[src/scwp_sysctl_regs.vh]
// register offsets, field positions, reset values and counts for scwp_sysctl
`ifndef SCWP_SYSCTL_REGS_VH
`define SCWP_SYSCTL_REGS_VH

`define SCWP_ADDR_IDENTITY   32'h01800000
`define SCWP_ADDR_STRAP_CFG  32'h01800004
`define SCWP_ADDR_WAIT_CTRL  32'h01800008
`define SCWP_ADDR_WDOG_CTRL  32'h01800010
`define SCWP_ADDR_WDOG_COUNT 32'h01800014
`define SCWP_ADDR_PIN_SEL1   32'h01800018
`define SCWP_ADDR_PIN_SEL2   32'h0180001C

`define SCWP_CFG_CLKSEL_BIT  6
`define SCWP_WAIT_WMASK      32'h000003F7
`define SCWP_WAIT_RESET      10'h0F7
`define SCWP_WDOG_EN_BIT     0
`define SCWP_WDOG_STAT_BIT   4
`define SCWP_WDOG_PRE_RESET  3'h7
`define SCWP_WDOG_CNT_RESET  16'hFFFF
`define SCWP_PIN1_WMASK      32'h001FEFFF
`define SCWP_PIN2_WMASK      32'h002F3FFF
`define SCWP_PIN_RESET       32'h00000000
`define SCWP_PRESCALE_BASE   15'h0080

`endif

[src/scwp_sysctl.v]
// system control, strap configuration, watchdog and pin select registers
`timescale 1ns/10ps
`default_nettype none
`include "scwp_sysctl_regs.vh"

module scwp_sysctl #(
  parameter [7:0] DEVICE_CODE   = 8'h5A,  // arbitrary value
  parameter [7:0] REVISION_CODE = 8'h01   // arbitrary value
) (
  input  wire        core_clk,
  input  wire        rst,
  // processor register port
  input  wire        reg_rd,
  input  wire        reg_wr,
  input  wire [31:0] reg_addr,
  input  wire [31:0] reg_wdata,
  output reg  [31:0] reg_rdata,
  output reg         reg_rdy,
  // pins sampled from outside
  input  wire [6:0]  config_strap_pins,
  input  wire        test_pin,
  // strap derived settings
  output reg         cfg_ready,
  output wire        clock_select_pll,
  output wire        test_mode_active,
  output wire [2:0]  test_mode_sel,
  output wire        scan_download_active,
  output wire [1:0]  boot_rom_width,
  output wire        local_bus_32,
  output wire        upper_data_as_gpio,
  // system wait controls
  output wire [1:0]  exp_rom_width,
  output wire [2:0]  frame_wait_clks,
  output wire [2:0]  reg_wait_clks,
  output wire [4:0]  strobe_width_clks,
  // watchdog
  output reg         wdog_chip_reset,
  // pin functions: 00 primary, 01 gpio, 10 alternate, 11 scan
  output wire [7:0]  address_gpio_sel,
  output wire [1:0]  pin_a27_func,
  output wire [1:0]  pin_dma_request_0_func,
  output wire [1:0]  pin_dma_acknowledge_0_func,
  output wire [1:0]  pin_dma_request_1_func,
  output wire [1:0]  pin_dma_acknowledge_1_func,
  output wire [1:0]  pin_dtc_func,
  output wire        pin_sel5_alt,
  output wire        pin_pwm_alt,
  output wire        pin_irq1_alt,
  output wire        pin_irq2_alt,
  output wire        pin_uart1_transmit_enable_alt,
  output wire [8:0]  pin_single_alt
);

  //////////////////////////////////////////////////////////////////////////
  // helpers

  // two-bit mux code: 00 primary, 01 gpio, 1x alternate
  function [1:0] pm_func;
    input [1:0] code;
    begin
      pm_func = code[1] ? 2'h2 : {1'b0, code[0]};
    end
  endfunction

  // bus width code: 00 8 bit, 01 16 bit, 1x 32 bit
  function [1:0] width_code;
    input [1:0] code;
    begin
      width_code = code[1] ? 2'h2 : code;
    end
  endfunction

  // wait code 00..11 gives 2..5 clocks
  function [2:0] wait_clks;
    input [1:0] code;
    begin
      wait_clks = {1'b0, code} + 3'h2;
    end
  endfunction

  //////////////////////////////////////////////////////////////////////////
  // strap capture

  reg  [6:0] strap_meta;
  reg  [6:0] strap_sync;
  reg        test_meta;
  reg        test_sync;
  reg        rst_q;
  reg  [6:0] strap_cfg;

  // synchronisers keep running through reset so the straps are settled
  // by the time reset is released
  // no reset on these flops: they only copy the pins
  always @(posedge core_clk) begin
    strap_meta <= config_strap_pins;
    strap_sync <= strap_meta;
    test_meta  <= test_pin;
    test_sync  <= test_meta;
  end

  // straps are taken only on power-on release; a watchdog reset keeps them
  always @(posedge core_clk) begin
    if (rst) begin
      rst_q     <= 1'b1;
      strap_cfg <= 7'h00;
      cfg_ready <= 1'b0;
    end else begin
      rst_q <= 1'b0;
      if (rst_q) begin
        strap_cfg <= strap_sync;
        cfg_ready <= 1'b1;
      end
    end
  end

  // the capture edge is the first one with rst low; everything built from
  // strap_cfg reads zero until then (upper_data_as_gpio reads one), so nothing downstream may trust it
  // before cfg_ready
  assign clock_select_pll     = strap_cfg[`SCWP_CFG_CLKSEL_BIT];
  assign test_mode_sel        = strap_cfg[5:3];
  assign test_mode_active     = test_sync;
  // scan only serves the download path over the dma pin group; frame and
  // texture memory pins are never switched by it
  assign scan_download_active = test_sync &
                                (strap_cfg[5:4] == 2'h3);
  assign boot_rom_width       = width_code(strap_cfg[2:1]);
  assign local_bus_32         = strap_cfg[0];
  assign upper_data_as_gpio   = ~strap_cfg[0];

  //////////////////////////////////////////////////////////////////////////
  // register decode

  // decode is exact on the full byte address, so any other offset in the
  // block window reads zero and drops writes
  wire sel_ident = (reg_addr == `SCWP_ADDR_IDENTITY);
  wire sel_cfg   = (reg_addr == `SCWP_ADDR_STRAP_CFG);
  wire sel_wait  = (reg_addr == `SCWP_ADDR_WAIT_CTRL);
  wire sel_wctl  = (reg_addr == `SCWP_ADDR_WDOG_CTRL);
  wire sel_wcnt  = (reg_addr == `SCWP_ADDR_WDOG_COUNT);
  wire sel_pin1  = (reg_addr == `SCWP_ADDR_PIN_SEL1);
  wire sel_pin2  = (reg_addr == `SCWP_ADDR_PIN_SEL2);

  wire wr_wait = reg_wr & sel_wait;
  wire wr_wctl = reg_wr & sel_wctl;
  wire wr_wcnt = reg_wr & sel_wcnt;
  wire wr_pin1 = reg_wr & sel_pin1;
  wire wr_pin2 = reg_wr & sel_pin2;
  wire rd_wctl = reg_rd & sel_wctl;

  //////////////////////////////////////////////////////////////////////////
  // control registers

  reg  [9:0]  wait_ctrl;
  reg         wdog_en;
  reg  [2:0]  wdog_pre;
  reg         wdog_status;
  reg  [31:0] pin_sel1;
  reg  [31:0] pin_sel2;
  reg  [15:0] wdog_count;
  reg  [14:0] pre_cnt;
  reg  [14:0] pulse_cnt;

  // only the field bits are kept; bit 3 and the upper bits read back as
  // zero whatever was written
  wire [31:0] wait_wdata = reg_wdata & `SCWP_WAIT_WMASK;
  // an enable write while the timer is off starts a fresh prescale period
  wire        wdog_enabling = wr_wctl & reg_wdata[`SCWP_WDOG_EN_BIT] &
                              ~wdog_en;
  wire [14:0] pre_period = `SCWP_PRESCALE_BASE << wdog_pre;
  wire        pre_tick   = wdog_en & (pre_cnt == pre_period - 15'h0001);
  wire        wdog_fire  = pre_tick & (wdog_count <= 16'h0001) &
                           ~wdog_chip_reset;
  // the watchdog pulse puts the control state back to its defaults
  // writes that arrive during the pulse are lost
  wire        soft_rst   = rst | wdog_chip_reset;

  always @(posedge core_clk) begin
    if (soft_rst) begin
      wait_ctrl <= `SCWP_WAIT_RESET;
      wdog_en   <= 1'b0;
      wdog_pre  <= `SCWP_WDOG_PRE_RESET;
      pin_sel1  <= `SCWP_PIN_RESET;
      pin_sel2  <= `SCWP_PIN_RESET;
    end else begin
      if (wr_wait) begin
        wait_ctrl <= wait_wdata[9:0];
      end
      if (wr_wctl) begin
        wdog_en  <= reg_wdata[`SCWP_WDOG_EN_BIT];
        wdog_pre <= reg_wdata[3:1];
      end
      if (wr_pin1) begin
        pin_sel1 <= reg_wdata & `SCWP_PIN1_WMASK;
      end
      if (wr_pin2) begin
        pin_sel2 <= reg_wdata & `SCWP_PIN2_WMASK;
      end
    end
  end

  // status survives the watchdog pulse; only power-on clears it
  always @(posedge core_clk) begin
    if (rst) begin
      wdog_status <= 1'b0;
    end else if (wdog_fire) begin
      wdog_status <= 1'b1;
    end
  end

  assign exp_rom_width     = width_code(wait_ctrl[9:8]);
  assign frame_wait_clks   = wait_clks(wait_ctrl[7:6]);
  assign reg_wait_clks     = wait_clks(wait_ctrl[5:4]);
  // strobe width is twice the code plus two, 2 to 16 clocks
  assign strobe_width_clks = {1'b0, wait_ctrl[2:0], 1'b0} + 5'h02;

  //////////////////////////////////////////////////////////////////////////
  // watchdog

  // the prescaler ticks once per 128 << pre cycles, each tick takes one
  // off the count, and the tick that finds one or zero left raises the
  // chip reset on the next edge. software must service the timer with a
  // count write, never a control read: the read empties the count and
  // lets the next tick fire
  // prescaler restarts whenever the enable goes from off to on
  always @(posedge core_clk) begin
    if (soft_rst) begin
      pre_cnt <= 15'h0000;
    end else if (~wdog_en | wdog_enabling) begin
      pre_cnt <= 15'h0000;
    end else if (pre_tick | (pre_cnt >= pre_period)) begin
      // a smaller period written mid-count wraps at once
      pre_cnt <= 15'h0000;
    end else begin
      pre_cnt <= pre_cnt + 15'h0001;
    end
  end

  // a software write wins over a tick in the same cycle; a read of the
  // control register zeroes the count, which expires on the next tick
  always @(posedge core_clk) begin
    if (soft_rst) begin
      wdog_count <= `SCWP_WDOG_CNT_RESET;
    end else if (wr_wcnt) begin
      wdog_count <= reg_wdata[15:0];
    end else if (rd_wctl) begin
      wdog_count <= 16'h0000;
    end else if (pre_tick & (wdog_count != 16'h0000)) begin
      wdog_count <= wdog_count - 16'h0001;
    end
  end

  // reset pulse lasts one prescale period at the setting in force
  // it has its own counter because the prescaler is held in reset along
  // with the rest of the control state and cannot time the pulse itself
  always @(posedge core_clk) begin
    if (rst) begin
      wdog_chip_reset <= 1'b0;
      pulse_cnt       <= 15'h0000;
    end else if (wdog_fire) begin
      wdog_chip_reset <= 1'b1;
      pulse_cnt       <= pre_period - 15'h0001;
    end else if (wdog_chip_reset) begin
      if (pulse_cnt == 15'h0000) begin
        wdog_chip_reset <= 1'b0;
      end else begin
        pulse_cnt <= pulse_cnt - 15'h0001;
      end
    end
  end

  //////////////////////////////////////////////////////////////////////////
  // pin multiplexing

  // the function codes are a local convention: 00 primary, 01 gpio,
  // 10 alternate, 11 scan; only the dma group can ever show 11
  assign address_gpio_sel = pin_sel1[20:13];
  assign pin_a27_func     = pm_func(pin_sel1[11:10]);
  // scan download takes the dma group over whatever the mux holds
  assign pin_dma_request_0_func   = scan_download_active ? 2'h3 :
                            pm_func(pin_sel1[9:8]);
  assign pin_dma_acknowledge_0_func   = scan_download_active ? 2'h3 :
                            pm_func(pin_sel1[7:6]);
  assign pin_dma_request_1_func   = scan_download_active ? 2'h3 :
                            pm_func(pin_sel1[5:4]);
  assign pin_dma_acknowledge_1_func   = scan_download_active ? 2'h3 :
                            pm_func(pin_sel1[3:2]);
  assign pin_dtc_func     = scan_download_active ? 2'h3 :
                            pm_func(pin_sel1[1:0]);

  assign pin_sel5_alt     = pin_sel2[18];
  assign pin_pwm_alt      = pin_sel2[13];
  assign pin_irq1_alt     = pin_sel2[11];
  assign pin_irq2_alt     = pin_sel2[9];
  assign pin_uart1_transmit_enable_alt    = pin_sel2[3];
  // bit order: 21,19,16,7,6,5,4,1,0
  assign pin_single_alt   = {pin_sel2[21], pin_sel2[19], pin_sel2[16],
                             pin_sel2[7:4], pin_sel2[1],
                             pin_sel2[0]};

  //////////////////////////////////////////////////////////////////////////
  // read path

  reg [31:0] next_rdata;

  always @* begin
    next_rdata = 32'h00000000;
    if (sel_ident) begin
      next_rdata = {16'h0000, DEVICE_CODE, REVISION_CODE};
    end else if (sel_cfg) begin
      next_rdata = {25'h0000000, strap_cfg};
    end else if (sel_wait) begin
      next_rdata = {22'h000000, wait_ctrl};
    end else if (sel_wctl) begin
      next_rdata = {27'h0000000, wdog_status, wdog_pre,
                    wdog_en};
    end else if (sel_wcnt) begin
      next_rdata = {16'h0000, wdog_count};
    end else if (sel_pin1) begin
      next_rdata = pin_sel1;
    end else if (sel_pin2) begin
      next_rdata = pin_sel2;
    end
  end

  // every access is answered one cycle later; unmapped ones read zero
  // reg_rdata only moves on reads, so a write in between leaves the last
  // read value standing for a master that samples late
  always @(posedge core_clk) begin
    if (rst) begin
      reg_rdata <= 32'h00000000;
      reg_rdy   <= 1'b0;
    end else begin
      reg_rdy <= reg_rd | reg_wr;
      if (reg_rd) begin
        reg_rdata <= next_rdata;
      end
    end
  end

endmodule // scwp_sysctl

`default_nettype wire

[config.mk]
export PLATFORM = sky130hd
export DESIGN_NAME = scwp_sysctl
export DESIGN_NICKNAME = d
export VERILOG_FILES = /design/src/scwp_sysctl.v
export VERILOG_INCLUDE_DIRS = /design/src /design/src/src
export SDC_FILE = /design/constraint.sdc
export NUM_CORES = 1
export LEC_CHECK = 0
export CAP_MARGIN = 20
export CORE_ASPECT_RATIO = 1.4
export CORE_MARGIN = 5
export CORE_UTILIZATION = 60
export DETAILED_ROUTE_END_ITERATION = 16
export DONT_BUFFER_PORTS = 1
export HOLD_SLACK_MARGIN = 0.08
export PLACE_DENSITY = 0.77
export SLEW_MARGIN = 20
export SYNTH_ARGS = -nofsm -noshare
export SYNTH_HDL_FRONTEND = slang
export SYNTH_SLANG_ARGS = --single-unit
[constraint.sdc]
create_clock -name core_clk -period 3.1 [get_ports core_clk]
set_input_delay 0.31 -clock core_clk [delete_from_list [all_inputs] [get_ports core_clk]]
set_output_delay 0.31 -clock core_clk [all_outputs]
set_load 0.02 [all_outputs]
==> Word-level counts from Yosys, hierarchy flattened <==
Cells that the tools add are included.
{ "word_totals": {"register_bits": 158, "out_inout_bits": 92} }
{ "classes": {"n_addsub": 7, "n_lt_le_gt_ge": 2, "eq_ne": 10, "n_shift": 1, "n_mux": 30, "n_bitwise": 20, "n_reduce_logical": 6} }
{ "op_table": {"columns": ["operator", "count"], "rows": [
  ["$eq A32 B25 Y1 const B", 7],
  ["$mux W22", 7],
  ["$mux W16", 3],
  ["$mux W15", 3],
  ["$sub A15 B1 Y15 const B", 2],
  ["$mux W2", 13],
  ["$le A16 B1 Y1 const B", 1],
  ["$reduce_bool A16 Y1", 1],
  ["$sub A16 B1 Y16 const B", 1],
  ["$add A15 B1 Y15 const B", 1],
  ["$eq A15 B15 Y1", 1],
  ["$ge A15 B15 Y1", 1],
  ["$logic_not A15 Y1", 1],
  ["$shl A8 B3 Y15 const A", 1],
  ["$and A1 B1 Y1", 13],
  ["$add A2 B2 Y3 const B", 2],
  ["$add A4 B2 Y5 const B", 1],
  ["$mux W1", 4],
  ["$or A1 B1 Y1", 4],
  ["$not A1 Y1", 3],
  ["$reduce_bool A3 Y1", 1],
  ["$reduce_or A3 Y1", 1],
  ["$eq A2 B2 Y1 const B", 1],
  ["$ne A2 B2 Y1 const B", 1],
  ["other kinds (2)", 2]
]} }

==> Depth between registers and ports, before layout <==
Gate-level depths: netlist (run 1).
{ "depth": {"depth_word": 8, "depth_mapped": 12, "mapped_depth_nobuf": 9} }

==> Least setup slack after synthesis (run 1) <==
OpenSTA, ideal clock, no wires.
{ "synth_path": {"path_kind": "flip-flop to flip-flop", "start": "register wdog_pre[2]", "end": "register wdog_count[9]", "t_arrival_ps": 2501, "path_slack_ps": 480, "path_stages_with_launch": 11, "path_cell_list": "dfxtp_1 -> buf_2 -> nor3_1 -> inv_1 -> ha_1 -> nor4bb_1 -> nand2_1 -> a2111oi_2 -> o21ai_2 -> o311a_1 -> a211o_1"} }
{ "synth_between": {"elab_chain_cells": 6} }
{ "synth_rtl": {"columns": ["element", "line_no", "source"], "rows": [
  ["start, declared", "scwp_sysctl.v:155", "reg [2:0] wdog_pre;"],
  ["start signal, assigned", "scwp_sysctl.v:181", "wdog_pre <= `SCWP_WDOG_PRE_RESET;"],
  ["start signal, assigned", "scwp_sysctl.v:190", "wdog_pre <= reg_wdata[3:1];"],
  ["$shl A8 B3 Y15 (no line)", null, null],
  ["$sub A15 B1 Y15", "scwp_sysctl.v:170", "wire pre_tick = wdog_en & (pre_cnt == pre_period - 15'h0001);"],
  ["$eq A15 B15 Y1", "scwp_sysctl.v:170", null],
  ["$and A1 B1 Y1", "scwp_sysctl.v:170", null],
  ["$and A1 B1 Y1", "scwp_sysctl.v:247", "end else if (pre_tick & (wdog_count != 16'h0000)) begin"],
  ["$reduce_bool A3 Y1 (no line)", null, null],
  ["end signal, assigned", "scwp_sysctl.v:242", "wdog_count <= `SCWP_WDOG_CNT_RESET;"],
  ["end signal, assigned", "scwp_sysctl.v:244", "wdog_count <= reg_wdata[15:0];"],
  ["end signal, assigned", "scwp_sysctl.v:248", "wdog_count <= wdog_count - 16'h0001;"],
  ["end, declared", "scwp_sysctl.v:159", "reg [15:0] wdog_count;"]
]} }
Every way passes these cells.
A chain may end at the register's enable or synchronous reset.

==> Final worst setup path (run 1) <==
Ends and elaborated chain as after synthesis.

==> Implementation_results.wiki, run 1 <==
{| class="wikitable"
! Metric !! Value
|-
| Main synth FF type || sky130_fd_sc_hd__dfxtp_1
|-
| Number of failing hold endpoints at the final stage || 0
|-
| Fin worst setup slack || 305 ps
|-
| Mean Syn Cell Area || 8.38 um^2
|-
| Detailed Place HPWL || about 17000 um
|-
| Placeable core area || about 12000 um^2
|-
| Commonest non-fill, non-tap cell in the layout || sky130_fd_sc_hd__dfxtp_1
|-
| Outcome || completed
|-
| Leading cell types in the layout, fill and taps excluded || 148 x sky130_fd_sc_hd__dfxtp_1, 125 x sky130_fd_sc_hd__nand2_1, 75 x sky130_fd_sc_hd__a21oi_1
|-
| First-pass iteration count of the detailed router || 5
|-
| Proportion of register bits with asynchronous set or reset after synthesis || 0
|-
| Leakage power of the design || 3.06 nW
|-
| Pin count of the biggest net entering global routing || 52
|-
| Average vias per placed instance || roughly 6.6
|-
| Count of mapped cells out of synthesis || 903
|-
| Top-area cell type share of the netlist area || 0.391
|-
| Cell accounting for the most synthesized area || sky130_fd_sc_hd__dfxtp_1
|-
| Total detailed-routing wirelength || 24000 um
|-
| Sequential fraction of design power || 0.465
|-
| Post-Synthesis Cell Area || 7570 um^2
|-
| Proportion of total power due to net switching || 0.268
|-
| Initial standard-cell utilization of the core || 0.612
|-
| Kind of start point of the critical path || flip-flop
|-
| Buffer levels on the longest clock path || 2
|-
| # clock sinks || 148
|-
| Post-synth cell types || 82
|-
| Post-CTS clock slew at the launch and capture registers of the worst setup and hold paths || 70 ps
|-
| Worst min path class || in -> reg
|-
| Data arrival time of the critical path || 3120 ps
|-
| Via Count || approximately 7000
|-
| Number of failing setup endpoints in the final timing report || 0
|-
| Wire length of the first global-routing pass || 37000 um
|-
| Top area cells in the synthesized netlist || sky130_fd_sc_hd__dfxtp_1 39%, sky130_fd_sc_hd__nand2_1 6.2%, sky130_fd_sc_hd__a21oi_1 5.0%, sky130_fd_sc_hd__buf_4 4.0%, sky130_fd_sc_hd__nor2_1 3.6%
|-
| Post-DRT Antenna Nets || 0
|-
| DRC Markers || 0
|-
| #FFs+latches synth || 148
|-
| Clock tree from TritonCTS || done
|-
| Post-CTS setup buffer count || 0
|-
| Yosys warning total || 0
|-
| Worst slack at placement || 349 ps
|-
| Crit path time final || 2790 ps
|-
| Initial detailed-routing violation count || 687
|-
| CTS Root Cell || sky130_fd_sc_hd__clkbuf_16
|-
| Pwr/cell area || 504 nW/um^2
|-
| Latest clock arrival within the worst-skew pair || 430 ps
|-
| Internal Dissipation || 3.09 mW
|-
| Logic gate share of total power || 0.045
|-
| RSZ-0062 raised after global routing || no
|-
| Grt total ovfl || 0
|-
| Critical-path maximum fanout || 8
|-
| Vias in the first global route || 6789
|-
| Required time at the worst-slack endpoint || between 3000 and 4000 ps
|-
| Clock Power Share || 0.490
|-
| Combined global-route utilization of all metal layers || 0.311
|-
| Height of the die || 143 um
|-
| Port Buffers || 0
|-
| Max-cap violations || 0
|-
| Num CTS Buffers || 17
|-
| Average wire per cell in the routed design || 22.7 um
|-
| Initial antenna violation count || 0
|-
| Count of pins over their slew limit || 0
|-
| Summed negative setup slack over all endpoints || 0 ps
|-
| Row count || 48
|-
| Boundary Pins || 168
|-
| Die extent in x || 105 um
|-
| WS Path Type || reg -> reg
|-
| Nets || 985
|-
| H-tree levels || 4
|-
| Fraction of final layout cells with drive strength greater than 1 || 0.104
|-
| Full die area || 15000 um^2
|-
| Switching pwr || 1.13 mW
|-
| VDD IR-drop max || 0.000375 V
|-
| Antenna cells || 0
|-
| Count of fill cells added during filler insertion || 1019
|-
| Worst Clk Skew || roughly 9 ps
|-
| Type of destination of the critical path || flip-flop
|-
| Slew at the pin with the worst max-slew slack || 1070 ps
|-
| Post-synthesis to final-layout area growth || 10.9%
|-
| Number of flops mapped to enable cells by yosys || 0
|-
| Worst max-slew margin expressed relative to the limit || 0.286
|-
| Highest achievable clock rate || about 360 MHz
|-
| RePlAce Congestion || 0.969
|-
| Sequential share of the synthesized area || 0.391
|-
| Final period util || 0.901
|}
[cell families (layout without fill, tap and decap cells)]
logic type                 Yosys count  count (layout)  synth area share
and+or+nand+nor                    365             365             0.260
AOI/OAI and AO/OA                  209             209             0.178
DFF                                148             148             0.391
buffers and inverters              115             110            0.0802
xor gates and xnor gates            29              29            0.0336
muxes                               22              22            0.0326
adders and majority gates           14              14            0.0231
other                                1              11          0.000495
[area by class of cell]
cell class,instances,area (um^2),share of cell area
Timing Repair Buffer,51,475,0.0566
Clock inverter,15,185,0.0221
Sequential cell,148,2960,0.353
Multi-Input combinational cell,650,4060,0.483
Clock buffer,17,425,0.0507
Inverter,27,101,0.0121
Tap cell,150,188,0.0224
[power groups by stage]
stage | registers (mW) | logic (mW) | clock network, mW
6_report | 1.97 | 0.190 | 2.07
5_1_grt | 1.97 | 0.202 | 2.18
4_1_cts | 1.97 | 0.185 | 2.08
3_5_place_dp | 2.01 | 0.129 | 0
3_3_place_gp | 2.01 | 0.126 | 0
2_1_floorplan | 1.99 | 0.148 | 0
[layer usage]
layer	vias up	GRT usage	routed length [um]
li1	3169	-	-
met1	3289	0.360	8720
met2	409	0.526	11800
met3	83	0.0900	2310
met4	0	0.150	1170
met5	-	0	0
[per-stage QoR]
stage / area [um^2] / power [mW] / hold slack, ps / util / cells
5_1_grt: 8390 / 4.35 / 87.2 / 0.678 / 1058
3_3_place_gp: 7430 / 2.13 / 312 / 0.601 / 993
3_5_place_dp: 7430 / 2.14 / 313 / 0.601 / 993
6_report: 8390 / 4.23 / 96.7 / 0.678 / 1058
4_1_cts: 8380 / 4.23 / 90.9 / 0.677 / 1058
2_1_floorplan: 7610 / 2.14 / 310 / - / 913
[critical path, cell delays in order (launching register included)]
cell	delay [ps]
sky130_fd_sc_hd__dfxtp_1	320
sky130_fd_sc_hd__nor3_1	260
sky130_fd_sc_hd__inv_1	100
sky130_fd_sc_hd__ha_1	320
sky130_fd_sc_hd__nor4bb_1	350
sky130_fd_sc_hd__nand2_1	170
sky130_fd_sc_hd__a2111oi_4	370
sky130_fd_sc_hd__o21ai_2	210
sky130_fd_sc_hd__o311a_1	380
sky130_fd_sc_hd__a211o_1	220
[final timing paths]
kind                from                to  slack [ps]  cells after the start
min reg2reg    test_meta  test_mode_active         330                      0
max          wdog_pre[2]     wdog_count[9]         310                      9
max reg2reg  wdog_pre[2]     wdog_count[9]         310                      9
min                  rst             rst_q         100                      1
[sequential cells by signal (all words and copies together), names as in the netlist]
name / count
wait_ctrl: 9
pre_cnt: 15
wdog_pre: 3
cfg_ready: 1
pulse_cnt: 15
pin_sel1: 20
pin_sel2: 19
wdog_count: 16
test_meta: 1
wdog_en: 1
wdog_chip_reset: 1
reg_rdy: 1
test_mode_active: 1
rst_q: 1
wdog_status: 1
strap_meta: 7
strap_sync: 7
reg_rdata: 22
strap_cfg: 7
[synthesized netlist by cell type (all sizes together) (4+ instances only)]
library cell and instances:
o21a 4, nor4b 4, a222oi 5, nor3 31
a32oi 4, and2 4, nand2b 11, nor2b 11
clkbuf 28, a31oi 7, o21ai 41, buf 60
nor2 75, or2 7, nor4 21, o22ai 7
nand3 25, xor2 12, dfxtp 148, or4 8
o311ai 4, a211oi 10, a22oi 6, nand2 126
nand4 7, or3 10, a21o 5, xnor2 17
ha 14, and3 9, inv 26, o211ai 9
mux2i 19, a221oi 5, a21oi 75
[what timing repair did]
action | CTS | global route
gates resized for setup | 0 | 1
endpoints found under the setup margin | 0 | 2
hold buffers | 33 | 0
hold endpoints to repair | 100 | 0
Note: power is estimated with default switching activity, not from simulation.
==> run 2, diff against run 1 <==
MAX_ROUTING_LAYER = met4   (was default)
==> run 2 against run 1 <==
Against the previous run:
- design area grew 0.33%
- register-to-register slack lost 50 ps
- power grew 4.3%
- global-route usage grew 0.24 points
- final cell count is the same
- critical path depth is the same
- via count shrank 0.12%
- critical path type unchanged
- highest routed layer unchanged
==> Implementation_results.wiki, run 2 (synthesis results as in run 1) <==
{| class="wikitable"
! Metric !! Value
|-
| Outcome || completed (unchanged)
|-
| Max-cap violations || 0 (unchanged)
|-
| H-tree levels || 4 (unchanged)
|-
| Via Count || 6942 (was 6950)
|-
| Grt total ovfl || 0 (unchanged)
|-
| Average vias per placed instance || 6.56 (was 6.57)
|-
| Leading cell types in the layout, fill and taps excluded || 148 x sky130_fd_sc_hd__dfxtp_1, 125 x sky130_fd_sc_hd__nand2_1, 75 x sky130_fd_sc_hd__a21oi_1 (unchanged)
|-
| Final hold slack || 103 ps (was 96.7 ps)
|-
| Post-DRT Antenna Nets || 0 (unchanged)
|-
| Launch point of the critical path || wdog_pre[2] (unchanged)
|-
| Post-CTS clock slew at the launch and capture registers of the worst setup and hold paths || 70 ps (about the same)
|-
| Nets || 985 (unchanged)
|-
| Initial antenna violation count || 0 (unchanged)
|-
| Worst reg2reg endpoint || wdog_count[9] (unchanged)
|-
| Average wire per cell in the routed design || 22.2 um (was 22.7 um)
|-
| RePlAce Congestion || 0.972 (was 0.969)
|-
| First-pass iteration count of the detailed router || 5 (unchanged)
|-
| DRC Markers || 0 (unchanged)
|-
| Full die area || 15000 um^2 (unchanged)
|-
| Buffer levels on the longest clock path || 2 (unchanged)
|-
| Leakage power of the design || 3.09 nW (was 3.06 nW)
|-
| Num CTS Buffers || 17 (unchanged)
|-
| Slew at the pin with the worst max-slew slack || 1070 ps (about the same)
|-
| Data arrival time of the critical path || 3150 ps (was 3120 ps)
|-
| Placeable core area || 12400 um^2 (unchanged)
|-
| Row count || 48 (unchanged)
|-
| Worst slack at placement || 299 ps (was 349 ps)
|-
| Required time at the worst-slack endpoint || 3410 ps (was 3420 ps)
|-
| Fin worst setup slack || 259 ps (was 305 ps)
|-
| Height of the die || 143 um (unchanged)
|-
| Combined global-route utilization of all metal layers || 0.313 (was 0.311)
|-
| Antenna cells || 0 (unchanged)
|-
| Kind of start point of the critical path || flip-flop (unchanged)
|-
| Highest achievable clock rate || 352 MHz (was 358 MHz)
|-
| Wire length of the first global-routing pass || 36300 um (was 37000 um)
|-
| WS Path Type || reg -> reg (unchanged)
|-
| Reg2reg start || wdog_pre[2] (unchanged)
|-
| Critical-path maximum fanout || 8 (unchanged)
|-
| VDD IR-drop max || 0.000489 V (was 0.000375 V)
|-
| Number of failing hold endpoints at the final stage || 0 (unchanged)
|-
| Boundary Pins || 168 (unchanged)
|-
| Initial standard-cell utilization of the core || 0.612 (unchanged)
|-
| Worst setup endpoint || wdog_count[9] (unchanged)
|-
| Pwr/cell area || 524 nW/um^2 (was 504 nW/um^2)
|-
| Latest clock arrival within the worst-skew pair || 420 ps (was 430 ps)
|-
| Initial detailed-routing violation count || 687 (unchanged)
|-
| Pin count of the biggest net entering global routing || 52 (unchanged)
|-
| Crit path time final || 2840 ps (was 2790 ps)
|-
| Detailed Place HPWL || 16600 um (was 16800 um)
|-
| Worst min path class || in -> reg (unchanged)
|-
| Depth of the worst register-to-register path || 9 (unchanged)
|-
| Type of destination of the critical path || flip-flop (unchanged)
|-
| Largest registers ranked by flip-flop count || reg_rdata (22), pin_sel1 (20), pin_sel2 (19) (unchanged)
|-
| R2r setup slk || 260 ps (was 310 ps)
|-
| Vias in the first global route || 6726 (was 6789)
|-
| Total detailed-routing wirelength || 23500 um (was 24000 um)
|-
| Summed negative setup slack over all endpoints || 0 ps (unchanged)
|-
| Clock tree from TritonCTS || done (unchanged)
|-
| Number of failing setup endpoints in the final timing report || 0 (unchanged)
|-
| Number of gates resized after cts || 0 (unchanged)
|-
| Max FFs per register || 22 (unchanged)
|-
| Register with the highest flop count || reg_rdata (unchanged)
|-
| Count of fill cells added during filler insertion || 1015 (was 1019)
|-
| Die extent in x || 105 um (unchanged)
|-
| Fraction of final layout cells with drive strength greater than 1 || 0.104 (unchanged)
|-
| Count of pins over their slew limit || 0 (unchanged)
|-
| Post-synthesis to final-layout area growth || 11.2% (was 10.9%)
|-
| Worst Clk Skew || 7.68 ps (was 8.99 ps)
|-
| Commonest non-fill, non-tap cell in the layout || sky130_fd_sc_hd__dfxtp_1 (unchanged)
|-
| Port Buffers || 0 (unchanged)
|-
| Total power draw || 4.41 mW (was 4.23 mW)
|-
| # clock sinks || 148 (unchanged)
|-
| RSZ-0062 raised after global routing || no (unchanged)
|-
| Final period util || 0.916 (was 0.901)
|-
| CTS Root Cell || sky130_fd_sc_hd__clkbuf_16 (unchanged)
|-
| Worst max-slew margin expressed relative to the limit || 0.286 (about the same)
|}
run 2: cell type report:
cell class	instances	area (um^2)	share of cell area
multi-input cells	650	4040	0.480
flip-flops and latches	148	2960	0.352
repair buffers	51	475	0.0565
clock buffers	18	439	0.0522
clock inverters	14	211	0.0251
well taps	150	188	0.0223
inverters	27	101	0.0120
run 2: worst min-delay path by stage:
stage,start,endpoint,slack (ps),depth (start not counted)
2_1_floorplan,strap_meta[0],strap_sync[0],310,0
6_report,reg_rd,reg_rdata[7],100,2
4_1_cts,reg_rd,reg_rdata[9],90,2
3_5_place_dp,strap_meta[4],strap_sync[4],310,0
3_3_place_gp,strap_meta[4],strap_sync[4],310,0
5_1_grt,rst,rst_q,100,1
run 2: timing repair:
| action | CTS | global route |
|---|---|---|
| hold buffers | 33 | 0 |
| hold endpoints to repair | 100 | 0 |
| setup buffers | 0 | 0 |
run 2: per-stage QoR:
stage / cell area (um^2) / std cells / util
6_report: 8420 / 1058 / 0.681
5_1_grt: 8420 / 1058 / 0.681
4_1_cts: 8420 / 1058 / 0.681
3_5_place_dp: 7430 / 993 / 0.601
3_3_place_gp: 7430 / 993 / 0.601
2_1_floorplan: 7610 / 913 / -
run 2: worst max-delay path, stage by stage, from the launching register on:
cell,delay [ps]
sky130_fd_sc_hd__dfxtp_1,320
sky130_fd_sc_hd__nor3_1,270
sky130_fd_sc_hd__inv_1,110
sky130_fd_sc_hd__ha_1,310
sky130_fd_sc_hd__nor4bb_1,320
sky130_fd_sc_hd__nand2_1,140
sky130_fd_sc_hd__a2111oi_2,430
sky130_fd_sc_hd__o21ai_2,240
sky130_fd_sc_hd__o311a_1,380
sky130_fd_sc_hd__a211o_1,220
run 2: power by group:
part | leakage [nW] | switching (mW) | internal [mW]
Clock | 0.321 | 0.916 | 1.34
Sequential | 1.20 | 0.0391 | 1.93
Combinational | 1.56 | 0.112 | 0.0756
run 2: layer usage:
layer | vias up | global-route usage | share of wire
li1 | 3158 | - | -
met1 | 3280 | 0.356 | 0.37
met2 | 416 | 0.498 | 0.48
met3 | 88 | 0.0823 | 0.095
met4 | 0 | 0.179 | 0.055
met5 | - | - | 0
==> run 3, diff against run 2 <==
CORE_UTILIZATION = 46   (was 60)
CTS_BUF_LIST = sky130_fd_sc_hd__clkbuf_16   (was default)
PLACE_DENSITY = 0.62   (was 0.77)
==> run 3 against run 2 <==
Against the previous run:
- critical path depth is the same
- power shrank 2.3%
- largest power group unchanged
- sequential cell count is the same
- clock power shrank 4%
- global-route usage shrank 5.6 points
- largest cell class unchanged
- wire length grew 4.9%
- die area grew 28%
- hold slack lost 2.1 ps
- sequential share of layout area shrank 0.21 points
- clock skew grew 1.5 ps
- first-iteration DRC count grew 6.1%
==> Implementation_results.wiki, run 3 (synthesis results as in run 1) <==
{| class="wikitable"
! Metric !! Value
|-
| Highest achievable clock rate || 364 MHz (was 352 MHz)
|-
| DRC Markers || 0 (unchanged)
|-
| Data arrival time of the critical path || 3060 ps (was 3150 ps)
|-
| Summed negative setup slack over all endpoints || 0 ps (unchanged)
|-
| Worst slack at placement || 370 ps (was 299 ps)
|-
| Worst min path class || in -> reg (unchanged)
|-
| Final hold slack || 101 ps (was 103 ps)
|-
| Antenna cells || 0 (unchanged)
|-
| Leakage power of the design || 3.08 nW (was 3.09 nW)
|-
| First-pass iteration count of the detailed router || 6 (was 5)
|-
| Grt total ovfl || 0 (unchanged)
|-
| Fin worst setup slack || 353 ps (was 259 ps)
|-
| Post-DRT Antenna Nets || 0 (unchanged)
|-
| Full die area || 19200 um^2 (was 15000 um^2)
|-
| Combined global-route utilization of all metal layers || 0.257 (was 0.313)
|-
| Commonest non-fill, non-tap cell in the layout || sky130_fd_sc_hd__dfxtp_1 (unchanged)
|-
| Post-synthesis to final-layout area growth || 11.9% (was 11.2%)
|-
| Final period util || 0.886 (was 0.916)
|-
| Boundary Pins || 168 (unchanged)
|-
| Required time at the worst-slack endpoint || 3410 ps (about the same)
|-
| VDD IR-drop max || 0.000493 V (was 0.000489 V)
|-
| Slew at the pin with the worst max-slew slack || 1050 ps (was 1070 ps)
|-
| Nets || 989 (was 985)
|-
| CTS Root Cell || sky130_fd_sc_hd__clkbuf_16 (unchanged)
|-
| RePlAce Congestion || 0.964 (was 0.972)
|-
| Buffer levels on the longest clock path || 2 (unchanged)
|-
| Num CTS Buffers || 17 (unchanged)
|-
| Max-cap violations || 0 (unchanged)
|-
| Initial detailed-routing violation count || 729 (was 687)
|-
| Post-CTS setup buffer count || 0 (unchanged)
|-
| Pin count of the biggest net entering global routing || 52 (unchanged)
|-
| WS Path Type || reg -> reg (unchanged)
|-
| Register with the highest flop count || reg_rdata (unchanged)
|-
| H-tree levels || 4 (unchanged)
|-
| Count of fill cells added during filler insertion || 1493 (was 1015)
|-
| Placed Cells incl. Taps || 1046 (was 993)
|-
| Worst Clk Skew || 9.13 ps (was 7.68 ps)
|-
| Vias in the first global route || 6576 (was 6726)
|-
| Final design area excluding fillers || 8470 um^2 (was 8420 um^2)
|-
| RSZ-0062 raised after global routing || no (unchanged)
|-
| Pwr/cell area || 508 nW/um^2 (was 524 nW/um^2)
|-
| Count of pins over their slew limit || 0 (unchanged)
|-
| Row count || 55 (was 48)
|-
| Max FFs per register || 22 (unchanged)
|-
| Placeable core area || 16200 um^2 (was 12400 um^2)
|-
| Number of failing hold endpoints at the final stage || 0 (unchanged)
|-
| Total detailed-routing wirelength || 24700 um (was 23500 um)
|-
| Final cell count without fillers || 1111 (was 1058)
|-
| Fraction of final layout cells with drive strength greater than 1 || 0.107 (was 0.104)
|-
| Latest clock arrival within the worst-skew pair || 430 ps (was 420 ps)
|-
| Initial antenna violation count || 0 (unchanged)
|-
| Height of the die || 162 um (was 143 um)
|-
| Port Buffers || 0 (unchanged)
|-
| Type of destination of the critical path || flip-flop (unchanged)
|-
| Die extent in x || 118 um (was 105 um)
|-
| Initial standard-cell utilization of the core || 0.468 (was 0.612)
|-
| Number of failing setup endpoints in the final timing report || 0 (unchanged)
|-
| Average wire per cell in the routed design || 22.2 um (about the same)
|-
| Critical-path maximum fanout || 8 (unchanged)
|-
| Outcome || completed (unchanged)
|-
| # clock sinks || 148 (unchanged)
|-
| Leading cell types in the layout, fill and taps excluded || 148 x sky130_fd_sc_hd__dfxtp_1, 125 x sky130_fd_sc_hd__nand2_1, 75 x sky130_fd_sc_hd__a21oi_1 (unchanged)
|-
| Detailed Place HPWL || 17300 um (was 16600 um)
|-
| Average vias per placed instance || 6.12 (was 6.56)
|-
| Worst max-slew margin expressed relative to the limit || 0.298 (was 0.286)
|-
| Crit path time final || 2750 ps (was 2840 ps)
|-
| Via Count || 6804 (was 6942)
|-
| Clock tree from TritonCTS || done (unchanged)
|-
| Area of placed instances || 7520 um^2 (was 7430 um^2)
|-
| Kind of start point of the critical path || flip-flop (unchanged)
|-
| Largest registers ranked by flip-flop count || reg_rdata (22), pin_sel1 (20), pin_sel2 (19) (unchanged)
|-
| Post-CTS clock slew at the launch and capture registers of the worst setup and hold paths || 70 ps (about the same)
|-
| Wire length of the first global-routing pass || 37900 um (was 36300 um)
|}
## run 3: cell types whose count changed in the layout (fill, tap and decap cells not counted), sizes merged
cell,before,now
buf,19,23
inv,34,36
bufinv,3,2
clkinv,4,2
clkinvlp,0,2
clkbuf,18,17
## run 3: what timing repair did
item / in CTS / in global routing
resized for setup: 0 / 0
setup endpoints to repair: 0 / 0
hold buffers: 33 / 0
endpoints found under the hold margin: 101 / 0
## run 3: through the flow
| stage | utilization | power (mW) |
|---|---|---|
| final | 0.524 | 4.31 |
| after global routing | 0.524 | 4.44 |
| after CTS | 0.524 | 4.33 |
| after detailed placement | 0.465 | 2.14 |
| after global placement | 0.465 | 2.14 |
| after floorplan | - | 2.14 |
## run 3: worst paths after layout
check	startpoint	slack [ps]	cells after the start	endpoint
worst max-delay path	wdog_pre[2]	350	9	wdog_count[9]
worst min-delay path	reg_rd	100	2	reg_rdata[7]
worst max register to register	wdog_pre[2]	350	9	wdog_count[9]
worst min register to register	strap_meta[4]	330	0	strap_sync[4]
## run 3: area by class of cell
| cell class | instances | area, um^2 | area share |
|---|---|---|---|
| multi-input cells | 650 | 4040 | 0.477 |
| flip-flops and latches | 148 | 2960 | 0.350 |
| repair buffers | 55 | 505 | 0.0597 |
| clock buffers | 17 | 425 | 0.0502 |
| well taps | 199 | 249 | 0.0294 |
| clock inverters | 15 | 184 | 0.0217 |
| inverters | 27 | 101 | 0.0120 |
## run 3: critical path, cell delays in order (launching register included)
cell and delay (ps):
sky130_fd_sc_hd__dfxtp_1 310, sky130_fd_sc_hd__nor3_1 260, sky130_fd_sc_hd__inv_1 90, sky130_fd_sc_hd__ha_1 300
sky130_fd_sc_hd__nor4bb_1 290, sky130_fd_sc_hd__nand2_1 140, sky130_fd_sc_hd__a2111oi_2 430, sky130_fd_sc_hd__o21ai_2 230
sky130_fd_sc_hd__o311a_1 370, sky130_fd_sc_hd__a211o_1 220
## run 3: metal layers
metal	GRT usage	part of all wire	wire, um
met3	0.0571	0.076	1870
met5	-	0	0
met1	0.298	0.39	9680
met2	0.432	0.50	12200
met4	0.103	0.037	915
## run 3: report_power, final
part	switching [mW]	total [mW]	internal [mW]
sequential	0.0378	1.97	1.93
clock	0.921	2.15	1.23
combinational	0.117	0.194	0.0770
total	1.08	4.31	3.23
